--- src/pkg/tbvc_cfg.svh ---
`ifndef TBVC_CFG_SVH
`define TBVC_CFG_SVH
// main clock period, ns
`define TBVC_CLK_PERIOD_NS 8
// trigger selection: external trigger enable bit
`define TBVC_EXT_SEL_BIT 4
// circular memory geometry
`define TBVC_CELLS_PER_COL 20
`define TBVC_CHANNELS 4
// fast vernier calibration
`define TBVC_CAL_TRIGGERS 16384
`define TBVC_CAL_WORDS_PER_TRIG 4
// header words ahead of the samples: trigger record, then verniers
`define TBVC_HDR_WORDS 8
// completion flag position and least dead time
`define TBVC_FLAG_BIT 0
`define TBVC_DEAD_MIN 16'h0001
`define TBVC_FIFO_DEPTH 4
`endif

--- src/pkg/tbvc_pkg.sv ---
`include "tbvc_cfg.svh"
package tbvc_pkg;
    typedef enum logic [2:0] {
        ST_IDLE, ST_REARM, ST_ARMED, ST_POST, ST_XFER, ST_CAL
    } tbvc_state_e_t;

    typedef struct packed {
        tbvc_state_e_t state;
        logic [15:0] deadCnt;
        logic [4:0] cellIdx;
        logic [6:0] colIdx;
        logic colSync;
        logic [15:0] postCnt;
        logic [6:0] trigRec;
        logic trigPrev;
        logic trigRepeat;
        logic [3:0][15:0] vernier;
        logic calMode;
        logic [16:0] calTrigCnt;
        logic [15:0] wordIdx;
        logic [15:0] ramAddr;
        logic completionFlag;
        logic panelOut;
    } tbvc_ctrl_t;
endpackage

--- src/core/tbvc_fifo.sv ---
`timescale 1ns/10ps
`include "tbvc_cfg.svh"
module tbvc_fifo #(
    parameter int WIDTH = 16,
    parameter int DEPTH = `TBVC_FIFO_DEPTH
) (
    // clock and reset
    input wire logic mclk,
    input wire logic rst_n,
    // fill side
    input wire logic inValid,
    output logic inReady,
    input wire logic [WIDTH-1:0] inData,
    // drain side
    output logic outValid,
    input wire logic outReady,
    output logic [WIDTH-1:0] outData
);
    localparam int AW = (DEPTH > 1) ? $clog2(DEPTH) : 1;
    typedef struct packed {
        logic [DEPTH-1:0][WIDTH-1:0] mem;
        logic [AW-1:0] rdPtr;
        logic [AW-1:0] wrPtr;
        logic [AW:0] count;
    } tbvc_fifo_t;
    tbvc_fifo_t st, next_st;
    logic push, pop;

    if (DEPTH < 2 || (1 << AW) != DEPTH || WIDTH < 1) begin : g_bad
        $error("fifo depth must be a power of two of at least 2");
    end

    assign inReady = (st.count != (AW+1)'(DEPTH));
    assign outValid = (st.count != '0);
    assign outData = st.mem[st.rdPtr];
    assign push = inValid && inReady;
    assign pop = outValid && outReady;

    always_comb begin
        next_st = st;
        if (push) begin
            next_st.mem[st.wrPtr] = inData;
            next_st.wrPtr = st.wrPtr + 1'b1;
        end
        if (pop) begin
            next_st.rdPtr = st.rdPtr + 1'b1;
        end
        next_st.count = st.count + (AW+1)'(push) - (AW+1)'(pop);
    end

    always_ff @(posedge mclk) begin
        if (!rst_n) begin
            st <= '0;
        end else begin
            st <= next_st;
        end
    end
endmodule // tbvc_fifo

--- src/core/tbvc_acq_ctrl.sv ---
`timescale 1ns/10ps
`include "tbvc_cfg.svh"
module tbvc_acq_ctrl
    import tbvc_pkg::*;
#(
    parameter int FIFO_DEPTH = `TBVC_FIFO_DEPTH,
    parameter int CAL_TRIGGERS = `TBVC_CAL_TRIGGERS
) (
    // clock and reset
    input wire logic mclk,
    input wire logic rst_n,
    // configuration
    input wire logic [7:0] triggerSelect,
    input wire logic autoTrigger,
    input wire logic randomTriggerEn,
    input wire logic [7:0] readoutColumnCount,
    input wire logic [15:0] postTriggerLength,
    input wire logic [15:0] rearmLength,
    input wire logic syncSelectStrap,
    input wire logic busySelectStrap,
    // commands
    input wire logic acquisitionLaunch,
    input wire logic completionClear,
    input wire logic softTrigger,
    // trigger sources and interpolator
    input wire logic externalTriggerIn,
    input wire logic channelTriggerIn,
    input wire logic randomTriggerIn,
    input wire logic [63:0] vernierIn,
    // samples from the sampling chips
    input wire logic [15:0] sampleIn,
    output logic sampleTake,
    // ram write side
    output logic ramWrValid,
    input wire logic ramWrReady,
    output logic [15:0] ramWrData,
    output logic [15:0] ramWrAddr,
    // status and panel
    output logic busy,
    output logic trigger_repeat_out,
    output logic syncBusyOut,
    output logic [7:0] completionReg,
    output logic irq
);
    import tbvc_pkg::*;

    if (FIFO_DEPTH < 2 || CAL_TRIGGERS < 1 ||
        CAL_TRIGGERS > 65536) begin : g_bad
        $error("unsupported fifo depth or calibration trigger count");
    end

    localparam logic [4:0] LAST_CELL = 5'(`TBVC_CELLS_PER_COL - 1);
    localparam logic [16:0] CAL_LAST = 17'(CAL_TRIGGERS - 1);
    localparam logic [15:0] HDR = 16'(`TBVC_HDR_WORDS);
    localparam logic [15:0] CAL_W = 16'(`TBVC_CAL_WORDS_PER_TRIG);

    tbvc_ctrl_t st, next_st;
    logic trigRaw, trigRise, trigAccept, recording;
    logic pushValid, pushReady, push, wordLast;
    logic [15:0] pushData, xferWords, deadLoad;
    logic fifoValid;
    logic [15:0] fifoData;

    // auto mode uses software or random triggers, else the async source
    always_comb begin
        if (autoTrigger) begin
            trigRaw = softTrigger || (randomTriggerEn && randomTriggerIn);
        end else if (triggerSelect[`TBVC_EXT_SEL_BIT]) begin
            trigRaw = externalTriggerIn;
        end else begin
            trigRaw = channelTriggerIn;
        end
    end

    assign trigRise = trigRaw && !st.trigPrev;
    // a single accept strobe serves all channels
    assign trigAccept = trigRise && (st.state == ST_ARMED);
    assign recording = (st.state == ST_REARM) || (st.state == ST_ARMED) ||
        (st.state == ST_POST);
    // zero would mean no dead time at all, which the chips cannot stand
    assign deadLoad = (rearmLength == '0) ? `TBVC_DEAD_MIN : rearmLength;
    assign xferWords = HDR + 16'(readoutColumnCount) * 16'(`TBVC_CELLS_PER_COL)
        * 16'(`TBVC_CHANNELS);

    // word sequencer feeding the fifo
    always_comb begin
        pushValid = 1'b0;
        pushData = '0;
        wordLast = 1'b0;
        sampleTake = 1'b0;
        if (st.state == ST_CAL) begin
            pushValid = 1'b1;
            pushData = st.vernier[2'd3 - st.wordIdx[1:0]];
            wordLast = (st.wordIdx == CAL_W - 16'd1);
        end else if (st.state == ST_XFER) begin
            pushValid = 1'b1;
            wordLast = (st.wordIdx == xferWords - 16'd1);
            if (st.wordIdx < 16'(`TBVC_CHANNELS)) begin
                pushData = {9'h000, st.trigRec};
            end else if (st.wordIdx < HDR) begin
                // verniers follow the trigger record words
                pushData = st.vernier[st.wordIdx[1:0]];
            end else begin
                pushData = sampleIn;
                // valid is set on this path, so readiness alone decides
                sampleTake = pushReady;
            end
        end
    end

    assign push = pushValid && pushReady;

    always_comb begin
        next_st = st;
        next_st.trigPrev = trigRaw;
        next_st.trigRepeat = trigAccept;
        next_st.colSync = 1'b0;
        if (recording) begin
            if (st.cellIdx == LAST_CELL) begin
                next_st.cellIdx = '0;
                next_st.colIdx = st.colIdx + 7'h01;
                next_st.colSync = (st.colIdx == 7'h00);
            end else begin
                next_st.cellIdx = st.cellIdx + 5'h01;
            end
        end
        if (ramWrValid && ramWrReady) begin
            // linear addresses let the host burst-read the ram
            next_st.ramAddr = st.ramAddr + 16'h0001;
        end
        unique case (st.state)
            ST_IDLE: begin
            end
            ST_REARM: begin
                if (st.deadCnt <= 16'h0001) begin
                    next_st.state = ST_ARMED;
                end else begin
                    next_st.deadCnt = st.deadCnt - 16'h0001;
                end
            end
            ST_ARMED: begin
                if (trigAccept) begin
                    next_st.vernier = vernierIn;
                    next_st.trigRec = st.colIdx;
                    next_st.wordIdx = '0;
                    next_st.postCnt = postTriggerLength;
                    next_st.state = st.calMode ? ST_CAL : ST_POST;
                end
            end
            ST_POST: begin
                if (st.postCnt == '0) begin
                    next_st.state = ST_XFER;
                end else if (st.cellIdx == LAST_CELL) begin
                    next_st.postCnt = st.postCnt - 16'h0001;
                end
            end
            ST_XFER: begin
                if (push) begin
                    next_st.wordIdx = st.wordIdx + 16'h0001;
                    if (wordLast) begin
                        next_st.completionFlag = 1'b1;
                        next_st.state = ST_IDLE;
                    end
                end
            end
            ST_CAL: begin
                if (push) begin
                    next_st.wordIdx = st.wordIdx + 16'h0001;
                    if (wordLast) begin
                        next_st.calTrigCnt = st.calTrigCnt + 17'h00001;
                        next_st.deadCnt = deadLoad;
                        next_st.state = ST_REARM;
                        if (st.calTrigCnt == CAL_LAST) begin
                            next_st.completionFlag = 1'b1;
                            next_st.state = ST_IDLE;
                        end
                    end
                end
            end
        endcase
        // host acknowledge loses against a flag set in the same cycle
        if (completionClear &&
            !(next_st.completionFlag && !st.completionFlag)) begin
            next_st.completionFlag = 1'b0;
        end
        if (acquisitionLaunch) begin
            next_st.completionFlag = 1'b0;
            next_st.calMode = (readoutColumnCount == 8'h00) &&
                autoTrigger && randomTriggerEn;
            next_st.calTrigCnt = '0;
            next_st.ramAddr = '0;
            next_st.deadCnt = deadLoad;
            next_st.state = ST_REARM;
        end
        // strap picks busy or column sync for the shared panel output
        if (busySelectStrap) begin
            next_st.panelOut = (next_st.state != ST_ARMED);
        end else if (syncSelectStrap) begin
            next_st.panelOut = next_st.colSync;
        end else begin
            next_st.panelOut = 1'b0;
        end
    end

    always_ff @(posedge mclk) begin
        if (!rst_n) begin
            st <= '0;
        end else begin
            st <= next_st;
        end
    end

    tbvc_fifo #(.WIDTH(16), .DEPTH(FIFO_DEPTH)) tbvc_fifo_i (
        .mclk(mclk),
        .rst_n(rst_n),
        .inValid(pushValid),
        .inReady(pushReady),
        .inData(pushData),
        .outValid(fifoValid),
        .outReady(ramWrReady),
        .outData(fifoData)
    );

    assign ramWrValid = fifoValid;
    assign ramWrData = fifoData;
    assign ramWrAddr = st.ramAddr;
    assign busy = (st.state != ST_ARMED);
    assign trigger_repeat_out = st.trigRepeat;
    assign syncBusyOut = st.panelOut;
    assign completionReg = {7'h00, st.completionFlag};
    assign irq = st.completionFlag;

    a_busy_ignore: assert property (
        @(posedge mclk) disable iff (!rst_n)
        (busy && trigRise) |=> !trigger_repeat_out)
        else $error("trigger taken while busy");
    a_repeat_follows: assert property (
        @(posedge mclk) disable iff (!rst_n)
        trigAccept |=> trigger_repeat_out ##1 !trigger_repeat_out)
        else $error("trigger repeat not a one-cycle echo");
    a_ext_only: assert property (
        @(posedge mclk) disable iff (!rst_n)
        (!autoTrigger && triggerSelect[4] && !externalTriggerIn) |->
        !trigAccept)
        else $error("non-external trigger taken in external mode");
    a_col_sync: assert property (
        @(posedge mclk) disable iff (!rst_n)
        st.colSync |-> (st.colIdx == 7'h01 && st.cellIdx == 5'h00))
        else $error("column sync off the second column start");
    a_busy_ready: assert property (
        @(posedge mclk) disable iff (!rst_n)
        $fell(busy) |-> ($past(st.state) == ST_REARM &&
        $past(st.deadCnt) <= 16'h0001))
        else $error("busy fell before dead time ended");
    a_cal_order: assert property (
        @(posedge mclk) disable iff (!rst_n)
        (st.state == ST_CAL && push && st.wordIdx == 16'h0000) |->
        (pushData == st.vernier[3]))
        else $error("calibration words not starting with channel 3");
    a_flag_launch: assert property (
        @(posedge mclk) disable iff (!rst_n)
        (acquisitionLaunch && !completionClear) |=> !irq && busy)
        else $error("launch did not clear completion flag");
    a_cal_done: assert property (
        @(posedge mclk) disable iff (!rst_n)
        (st.state == ST_CAL && push && wordLast && st.calTrigCnt == CAL_LAST &&
        !acquisitionLaunch) |=>
        (irq && completionReg[0] && st.state == ST_IDLE))
        else $error("calibration end without interrupt");
    a_dead_hold: assert property (
        @(posedge mclk) disable iff (!rst_n)
        (st.state == ST_REARM && st.deadCnt > 16'h0001 && !acquisitionLaunch)
        |=> busy)
        else $error("trigger window opened inside dead time");
    a_panel_busy: assert property (
        @(posedge mclk) disable iff (!rst_n)
        busySelectStrap |=> (syncBusyOut == busy))
        else $error("busy panel output differs from busy");
    a_vernier_slot: assert property (
        @(posedge mclk) disable iff (!rst_n)
        (st.state == ST_XFER && push && st.wordIdx == 16'h0004) |->
        (pushData == st.vernier[0]))
        else $error("channel 0 vernier out of its slot");
    a_clear_ack: assert property (
        @(posedge mclk) disable iff (!rst_n)
        (completionClear && st.state != ST_XFER && st.state != ST_CAL) |=>
        !irq)
        else $error("host acknowledge did not clear the flag");
endmodule // tbvc_acq_ctrl

--- config.mk ---
export PLATFORM = sky130hd
export DESIGN_NAME = tbvc_acq_ctrl
export DESIGN_NICKNAME = d
export VERILOG_FILES = /design/src/pkg/tbvc_pkg.sv /design/src/core/tbvc_fifo.sv /design/src/core/tbvc_acq_ctrl.sv
export VERILOG_INCLUDE_DIRS = /design/src /design/src/pkg
export SDC_FILE = /design/constraint.sdc
export NUM_CORES = 1
export LEC_CHECK = 0
export ABC_AREA = 1
export BUFFER_PORTS_ARGS = -buffer_cell sky130_fd_sc_hd__buf_2
export CAP_MARGIN = 5
export CORE_MARGIN = 2
export CORE_UTILIZATION = 50
export CTS_CLUSTER_DIAMETER = 150
export DETAILED_ROUTE_END_ITERATION = 7
export HOLD_SLACK_MARGIN = 0.08
export PLACE_DENSITY_LB_ADDON = 0.15
export SYNTH_ARGS = -nofsm -noshare
export SYNTH_HDL_FRONTEND = slang
export SYNTH_HIERARCHICAL = 1
export SYNTH_SLANG_ARGS = --single-unit
--- constraint.sdc ---
create_clock -name mclk -period 2.1 [get_ports mclk]
set_input_delay 0.105 -clock mclk [delete_from_list [all_inputs] [get_ports mclk]]
set_output_delay 0.105 -clock mclk [all_outputs]
set_load 0.01 [all_outputs]
# Yosys cells after proc, flatten, opt, wreduce, memory -nomap -nowiden
# Index checks and enable logic that the tools add are counted.
# totals
rom_bits,0
ramBits,0
latch_bits,0
out_inout_bits,46
elab_cells,157
ff_bits,243
inputBits,141
n_memories,0
# classes
multipliers,1
n_eq_ne,20
mux,56
n_reduce_logical,32
n_addsub,14
order_cmp,8
shift,0
n_bitwise,1
div,0
# ops
cell,count
2-to-1 mux 16 bit,15
binary-select mux 16 bit (select 2 bit),3
bitwise mux 64 bit,1
one-hot mux 16 bit (2 select lines),2
2-to-1 mux 19 bit,3
one-hot mux 16 bit (3 select lines),1
"subtractor 16 x 1 -> 16 bit, second input constant",3
"adder 16 x 1 -> 16 bit, second input constant",2
demux 16 bit (select 2 bit),1
logical NOT 16 bit,2
2-to-1 mux 23 bit,1
2-to-1 mux 1 bit,20
2-to-1 mux 3 bit,6
"adder 17 x 1 -> 17 bit, second input constant",1
"equality test 17 x 14 -> 1 bit, second input constant",1
"adder 4 x 15 -> 16 bit, first input constant",1
equality test 16 bit,1
"equality test 16 x 2 -> 1 bit, second input constant",1
"less-or-equal comparator 16 x 1 -> 1 bit, second input constant",1
"less-than comparator 16 x 3 -> 1 bit, second input constant",1
"less-than comparator 16 x 4 -> 1 bit, second input constant",1
one-hot mux 3 bit (5 select lines),1
"less-than comparator 2 x 3 -> 1 bit, second input constant",4
AND reduction 4 bit,3
30 further kinds,56

# Depth between registers and ports, before layout
# Gate-level depths: netlist of the first run.
# depth
depth_word,13
ltp_mapped,20
mapped_depth_nobuf,20

# By module
# The synthesis of the first run kept the hierarchy.
# by_module_without_submodules
module,seq_area_each_um2,cells_each,area_each_um2,n_inst
tbvc_acq_ctrl,3443.3,1456,9636.7,1
tbvc_fifo,1421.4,646,4096.4,1

# Worst setup path before layout of the first run
# OpenSTA, ideal clock, no wires.
# synth_path
path_type,input port to flip-flop
startpoint,in readoutColumnCount[1]
endpoint,reg st (netlist bit syncBusyOut)
setup_ns,0.132
required_time_ns,1.968
path_buffers,0
path_stages,18
slack_ns,-0.163
t_arrival_ns,2.131
path_cell_list,ha_1 > ha_1 > inv_1 > fa_1 > nand2_1 > inv_1 > nor2_1 > nand2_1 > nor2_1 > nand3_1 > nor2_1 > nand4_1 > nand2_1 > nand2_1 > nand2_1 > nand3_1 > o21bai_1 > a21oi_1
# synth_via
elab_chain_len,12
elab_cells_between_ends,14
cone_classes,add/sub (2); mul (1); eq/ne (2); mux (9)
# synth_lines
item,line,rtl
"start, declared",tbvc_acq_ctrl.sv:16,"input wire logic [7:0] readoutColumnCount,"
multiplier 8 x 3 -> 11 bit *,tbvc_acq_ctrl.sv:82,assign xferWords = HDR + 16'(readoutColumnCount) * 16'(`TBVC_CELLS_PER_COL)
adder 4 x 15 -> 16 bit *,tbvc_acq_ctrl.sv:82,
subtractor 16 x 1 -> 16 bit *,tbvc_acq_ctrl.sv:97,wordLast = (st.wordIdx == xferWords - 16'd1);
equality test 16 bit *,tbvc_acq_ctrl.sv:97,
2-to-1 mux 1 bit *,tbvc_acq_ctrl.sv:95,end else if (st.state == ST_XFER) begin
2-to-1 mux 1 bit *,tbvc_acq_ctrl.sv:91,if (st.state == ST_CAL) begin
2-to-1 mux 19 bit or 2-to-1 mux 3 bit (tied branches),"tbvc_acq_ctrl.sv:169, tbvc_acq_ctrl.sv:160",
2-to-1 mux 19 bit or 2-to-1 mux 3 bit (tied branches),"tbvc_acq_ctrl.sv:167, tbvc_acq_ctrl.sv:158",
one-hot mux 3 bit (5 select lines) *,tbvc_acq_ctrl.sv:131,unique case (st.state)
2-to-1 mux 19 bit *,tbvc_acq_ctrl.sv:186,if (acquisitionLaunch) begin
inequality test 3 x 2 -> 1 bit *,tbvc_acq_ctrl.sv:197,next_st.panelOut = (next_st.state != ST_ARMED);
2-to-1 mux 1 bit *,tbvc_acq_ctrl.sv:196,if (busySelectStrap) begin
"end signal, assigned",tbvc_acq_ctrl.sv:209,st <= next_st;
"end, declared",tbvc_acq_ctrl.sv:57,"tbvc_ctrl_t st, next_st;"
# Mark *: on every way between the ends. The rest lies on a longest branch, timed or not. The select of a mux whose other input is x is not followed.
# A chain may end at the register's enable or synchronous reset.

# Final worst setup path of the first run
# layout_path
startpoint,reg tbvc_fifo_i/st[0] in the netlist's numbering
endpoint,reg tbvc_fifo_i/st[2] in the netlist's numbering
# layout_via
elab_cells_between_ends,6
cone_classes,add/sub (2); eq/ne (1); reduce/logical (3)
# layout_rtl
item,line,rtl
"start, declared",tbvc_fifo.sv:26,"tbvc_fifo_t st, next_st;"
"start signal, assigned",tbvc_fifo.sv:55,st <= next_st;
nonzero test 3 bit,tbvc_fifo.sv:34,assign outValid = (st.count != '0);
logical AND 1 bit,tbvc_fifo.sv:37,assign pop = outValid && outReady;
net tbvc_fifo_i.pop,tbvc_fifo.sv:27,"logic push, pop;"
subtractor 3 x 1 -> 3 bit,tbvc_fifo.sv:48,next_st.count = st.count + (AW+1)'(push) - (AW+1)'(pop);
# The timed path passes the listed nets, and every way through them passes these cells.

==> results of run 1 <==
state kept, by name, indices dropped and copies added, names as in the netlist:
register and count:
syncBusyOut 1, ramWrAddr 16, tbvc_fifo_i/st 71, trigger_repeat_out 1, irq 1, st 153
final cells by class:
type | instances | area share, %
Multi-Input combinational cell | 1410 | 41.1
Sequential cell | 243 | 27.4
Timing Repair Buffer | 394 | 16.9
Inverter | 319 | 6.77
Clock buffer | 38 | 4.61
Tap cell | 341 | 2.40
Clock inverter | 13 | 0.788
Antenna cell | 3 | 0.0422
synthesized netlist by cell type (all sizes together):
cell and number:
o21a 3, nor2 304, a41o 1, o221a 1, o21bai 2, o22ai 17, ha 27, a21oi 156
nand3 57, a31oi 21, o31ai 3, a221oi 6, nand4 79, a22o 1, xor2 12, a211oi 8
o21ai 272, a32o 1, nor4 16, fa 2, conb 1, or2 3, o211ai 2, nor3 39
nor3b 3, xnor2 4, buf 80, clkbuf 56, nand2 362, and3 1, dfxtp 243, inv 319
report_power, final:
group | internal [W] | switching, W
logic | 0.00128 | 0.00195
clock network | 0.00308 | 0.00201
registers | 0.00482 | 0.000154
total | 0.00918 | 0.00411
routing by layer:
layer / vias to the layer above / global-route usage [%] / routed length (um)
li1: 7395 / - / -
met1: 6569 / 37.4 / 17900
met2: 495 / 45.6 / 18900
met3: 93 / 3.15 / 2590
met4: 0 / 7.69 / 1090
met5: - / 0 / 0
through the flow:
stage               utilization (%)  setup WS [ns]  setup TNS (ns)  instances  hold WS (ns)
CTS                            64.3        0.00698               0       2739         0.150
detailed placement             56.7         -0.362           -1.08       2581         0.316
floorplan                         -        -0.0948         -0.0948       2108         0.215
global placement               56.7         -0.340          -0.988       2581         0.311
global route                   66.0         -0.117           -1.06       2761         0.252
finish                         66.0         0.0357               0       2761         0.164
critical path: stages, from the launching register on:
cell and delay, ns:
dfxtp_4 0.35, nor2_4 0.17, nand2_2 0.08, buf_4 0.14, nand2_1 0.08, inv_1 0.06, ha_1 0.26, inv_1 0.04
ha_1 0.18, fa_1 0.37, xor2_1 0.17, nor2_1 0.06
how the worst max path moves through the flow:
| stage | from | end | slack, ns | depth (start not counted) |
|---|---|---|---|---|
| after floorplan | readoutColumnCount[3] | syncBusyOut$_SDFF_PN0_ | -0.09 | 17 |
| after global placement | readoutColumnCount[3] | syncBusyOut$_SDFF_PN0_ | -0.34 | 18 |
| after detailed placement | readoutColumnCount[3] | syncBusyOut$_SDFF_PN0_ | -0.36 | 19 |
| after CTS | st[125]$_SDFFE_PN0P_ | st[138]$_SDFFE_PN0P_ | 0.007 | 17 |
| after global routing | tbvc_fifo_i/st[1]$_SDFF_PN0_ | ramWrAddr[14]$_SDFFE_PP0P_ | -0.12 | 15 |
| final | tbvc_fifo_i/st[0]$_SDFF_PN0_ | tbvc_fifo_i/st[2]$_SDFF_PN0_ | 0.04 | 11 |
what timing repair did:
| item | 4_1_cts | 5_1_grt |
|---|---|---|
| setup buffers | 0 | 17 |
| hold buffers | 107 | 0 |
| pin swaps | 0 | 31 |
| hold endpoints to repair | 109 | 0 |
| gates resized for setup | 7 | 89 |
| endpoints found under the setup margin | 8 | 145 |
| cloned | 0 | 2 |
logic make-up after synthesis:
| kind of cell | after synthesis | synth area share [%] |
|---|---|---|
| AND/OR/NAND/NOR | 864 | 28.1 |
| AO/OA/AOI/OAI | 494 | 19.0 |
| buffers and inverters | 455 | 13.7 |
| flip-flops | 243 | 35.4 |
| adder cells (fa/ha/maj) | 29 | 2.75 |
| XOR/XNOR | 16 | 1.02 |
| other | 1 | 0.0273 |
==> run_results.csv, run 1 <==
group,metric,value,unit
run_status,status,"completed",
logic_synthesis,syn_inst,2102,
hold_path,worstHoldStart,"sampleIn[9]",
logic_synthesis,seq_area_frac_synth,35.4,%
routing,drtAntennaViolNets,0,
critical_path,r2r_cells,11,
timing,slew_headroom,50.2,%
timing,tightest_slew,0.747,ns
critical_path,criticalPathCategory,"register to register",
timing,rsz0062_at_grt,"yes",
timing,finalSetupViolCount,0,
cts,h-tree-depth,1,
floorplanning,dieHeight,170,um
hold_path,min_to,"tbvc_fifo_i/st[48]$_SDFFE_PN0P_",
logic_synthesis,syn_avg_cell_area,6.53,sq um
critical_path,startpoint_type,"register",
critical_path,r2r_slack,0.04,ns
cts,clockBufferDepth,3,
cts,clock-sinks,243,
timing,fin_crit_sh,98.3,%
critical_path,rr_endpoint,"tbvc_fifo_i/st[2]$_SDFF_PN0_",
global_routing,grt_pass1_wl,65.1,mm
global_routing,grt_max_degree,95,
timing,finClkSkew,0.0184,ns
routing,wirelength,40.6,mm
timing,drv_slew,0,
logic_synthesis,yosys-top-cells-area,"dfxtp_1, nand2_1, o21ai_0, inv_1, nor2_1",
logic_synthesis,synth_area,13700,sq um
cts,clk_latency,0.55,ns
floorplanning,die_w,170,um
cts,cts_tree,"built",
cts,clkTransAtPathRegs,0.06,ns
hold_path,hold_path.class,"primary input to register",
placed_design,place_hpwl,26.1,mm
layout,finalInstanceArea,17800,sq um
global_routing,grt_usage,27.3,%
routing,drc_errors,0,
power_and_ir_drop,p_leak,7.94,nW
floorplanning,die_area,28800,sq um
floorplanning,initial_core_util,51.0,%
critical_path,cp_max_fo,3,
routing,wl_per_cell,14.7,um
critical_path,reg2reg_from,"tbvc_fifo_i/st[0]$_SDFF_PN0_",
critical_path,cp.required,2.53,ns
critical_path,crit_path_end_kind,"register",
layout,mostFrequentLayoutCells,"nand2_1, inv_1, nor2_1, o21ai_0, dfxtp_1",
floorplanning,ios,187,
routing,drt_iter0_drc,1134,
routing,vias,14552,
power_and_ir_drop,power_density,747,nW/um^2
hold_path,hold_path_depth,7,
logic_synthesis,synth_top_area_share,35.4,%
placed_design,placed_cell_area,15300,sq um
layout,ff_latch_area,4880,sq um
global_routing,grt_pass1_vias,13391,
layout,drive_gt1_share,19.0,%
power_and_ir_drop,max-vdd-ir-drop,0.000544,V
logic_synthesis,synth_seq_cells,243,
layout,multi_input_area,7300,sq um
layout,layout_commonest_cell,"nand2_1",
global_routing,antenna_found_initial,3,
layout,fill_cells,2323,
flow_run,max-cap-violations,0,
logic_synthesis,yosysUniqueCellTypes,48,
layout,nNetsFinal,2566,
logic_synthesis,synth_top_cell_by_area,"dfxtp_1",
timing,fin_crit,2.06,ns
layout,area_growth,29.5,%
cts,clockRootBuffer,"clkbuf_16",
routing,via_per_inst,5.27,
routing,firstDrtPassIters,6,
timing,hold_viol_final,0,
logic_synthesis,synth_warnings,6,
floorplanning,core,27000,sq um
placed_design,numPortBuffers,172,
placed_design,gp_congestion,0.872,
power_and_ir_drop,power.total,0.0133,W
floorplanning,rows,60,
cts,cts_made_buffers,28,
timing,fmax,484,MHz
critical_path,arrival,2.49,ns
global_routing,grt_overflow,0,
No activity file was read; power rests on OpenSTA's default activity.
==> run 2: changes to the inputs <==
--- a/config.mk
+++ b/config.mk
@@ -7,14 +7,16 @@
 export NUM_CORES = 1
 export LEC_CHECK = 0
 export ABC_AREA = 1
-export BUFFER_PORTS_ARGS = -buffer_cell sky130_fd_sc_hd__buf_2
 export CAP_MARGIN = 5
 export CORE_MARGIN = 2
 export CORE_UTILIZATION = 50
 export CTS_CLUSTER_DIAMETER = 150
 export DETAILED_ROUTE_END_ITERATION = 7
+export DONT_BUFFER_PORTS = 1
+export GPL_ROUTABILITY_DRIVEN = 1
 export HOLD_SLACK_MARGIN = 0.08
 export PLACE_DENSITY_LB_ADDON = 0.15
+export SETUP_SLACK_MARGIN = 0.05
 export SYNTH_ARGS = -nofsm -noshare
 export SYNTH_HDL_FRONTEND = slang
 export SYNTH_HIERARCHICAL = 1
==> run_results.csv, run 2 (synthesized netlist as in run 1, its figures left out) <==
group,metric,value,unit
cts,h-tree-depth,1,
cts,cts_made_buffers,28,
floorplanning,ios,187,
routing,drc_errors,0,
placed_design,numPortBuffers,0,
critical_path,crit_path_end_kind,"register",
global_routing,grt_pass1_vias,12597,
critical_path,critPathSlowestCell,"dlygate4sd3_1",
timing,rsz0062_at_grt,"yes",
timing,finalSetupViolCount,0,
layout,largest_reg_flops,153,
cts,clkTransAtPathRegs,0.06,ns
layout,largest-register,"st",
layout,nNetsFinal,2390,
routing,wirelength,40.1,mm
timing,slew_headroom,63.0,%
power_and_ir_drop,p_leak,7.22,nW
floorplanning,initial_core_util,51.0,%
critical_path,cp_max_fo,5,
critical_path,startpoint_type,"register",
timing,tightest_slew,0.555,ns
timing,fin_crit_sh,96.1,%
timing,fin_crit,2.02,ns
global_routing,grt_overflow,0,
layout,layout_commonest_cell,"nand2_1",
global_routing,antenna_found_initial,6,
layout,fill_cells,2435,
critical_path,crit_top_cell,"inv_4",
timing,fmax,496,MHz
hold_path,hold_path.class,"primary input to register",
power_and_ir_drop,power_density,770,nW/um^2
critical_path,arrival,2.46,ns
critical_path,crit_path_cell_trace,"inv_4 -> nor2_4 -> nand2_2 -> nor3_4 -> inv_4 -> clkbuf_16 -> nor2_2 -> nor2_1 -> dlygate4sd3_1",
power_and_ir_drop,power.total,0.0132,W
routing,via_per_inst,5.40,
cts,clock-sinks,243,
cts,clockBufferDepth,3,
routing,wl_per_cell,15.5,um
run_status,status,"complete, but fails checks",
floorplanning,die_w,170,um
floorplanning,dieHeight,170,um
routing,drtAntennaViolNets,0,
floorplanning,rows,60,
routing,vias,13959,
flow_run,max-cap-violations,0,
floorplanning,core,27000,sq um
run_status,violations,"hold timing",
cts,clockRootBuffer,"clkbuf_16",
placed_design,place_hpwl,25.8,mm
routing,firstDrtPassIters,5,
layout,area_growth,24.7,%
timing,hold_slack,-0.305,ns
global_routing,grt_pass1_wl,62.3,mm
timing,hold_viol_final,132,
floorplanning,die_area,28800,sq um
critical_path,cp.required,2.54,ns
placed_design,gp_congestion,0.907,
timing,drv_slew,0,
layout,mostFrequentLayoutCells,"nand2_1, inv_1, nor2_1, dfxtp_1, o21ai_0",
power_and_ir_drop,max-vdd-ir-drop,0.000582,V
global_routing,grt_max_degree,160,
placed_design,placed_cell_area,14400,sq um
timing,finClkSkew,0.0339,ns
cts,clk_latency,0.56,ns
layout,finalInstanceArea,17100,sq um
critical_path,max_stage_delay,0.54,ns
routing,drt_iter0_drc,1136,
cts,cts_tree,"built",
layout,drive_gt1_share,15.0,%
critical_path,criticalPathCategory,"register to register",
global_routing,grt_usage,26.1,%
[run 2: cell types whose count changed in the layout (fill, tap and decap cells not counted), moves of 10 or more]
cell     change
o21ai_0     -25
nand2_1     -11
nor2_1      -16
nor2_4      +10
buf_2      -171
o21ai_1     +22
[run 2: path summary, 6_finish.rpt]
check	startpoint	to	slack, ns	cells after the start
max	st[171]$_SDFF_PN0_	st[100]$_SDFFE_PN0P_	0.08	9
min	rst_n	st[95]$_SDFFE_PN0P_	-0.30	2
max reg2reg	st[171]$_SDFF_PN0_	st[100]$_SDFFE_PN0P_	0.08	9
min reg2reg	st[67]$_SDFFE_PN0P_	st[67]$_SDFFE_PN0P_	0.47	2
[run 2: critical path: cells and delay by family (launching register included)]
family	cells	cell delay, ns
buf+inv	4	0.92
simple gates	5	0.63
flops	1	0.36
[run 2: timing repair]
action	4_1_cts	5_1_grt
pin swaps	8	63
hold buffers	89	19
hold endpoints to repair	215	145
gates cloned	0	4
buffers inserted	2	14
resized for setup	13	175
setup endpoints to repair	18	144
[run 2: metal layers]
layer  vias up  global-route usage, %  wire, um
li1       7050                      -         -
met1      6407                   36.3     18200
met2       428                   42.2     18300
met3        72                   3.96      2520
met4         2                   6.95      1090
met5         -                      0        14
[run 2: per-stage QoR]
| stage | hold slack, ns | setup slack [ns] | std cells | util [%] | setup TNS, ns |
|---|---|---|---|---|---|
| 5_1_grt | -0.322 | -0.0196 | 2587 | 63.5 | -0.107 |
| 3_3_place_gp | 0.222 | -0.251 | 2410 | 53.4 | -0.522 |
| 6_report | -0.305 | 0.0822 | 2587 | 63.5 | 0 |
| 3_5_place_dp | 0.226 | -0.305 | 2410 | 53.4 | -0.942 |
| 2_1_floorplan | 0.215 | -0.0948 | 2108 | - | -0.0948 |
| 4_1_cts | -0.339 | 0.0373 | 2552 | 60.5 | 0 |
[run 2: area by class of cell]
type	instances	area, sq um	share of cell area (%)
repair buffers	218	2150	12.5
diodes	5	12.5	0.0731
well taps	341	427	2.49
clock buffers	40	817	4.77
flip-flops and latches	243	4880	28.5
clock inverters	11	161	0.942
inverters	319	1210	7.06
multi-input cells	1410	7470	43.6
[run 2: report_power, final]
group          total (W)  internal [W]  leakage (nW)  switching [W]
Clock            0.00516       0.00318         0.481        0.00198
Combinational    0.00307       0.00118          4.76        0.00189
Sequential       0.00497       0.00481          1.97       0.000151
Total             0.0132       0.00917          7.22        0.00402
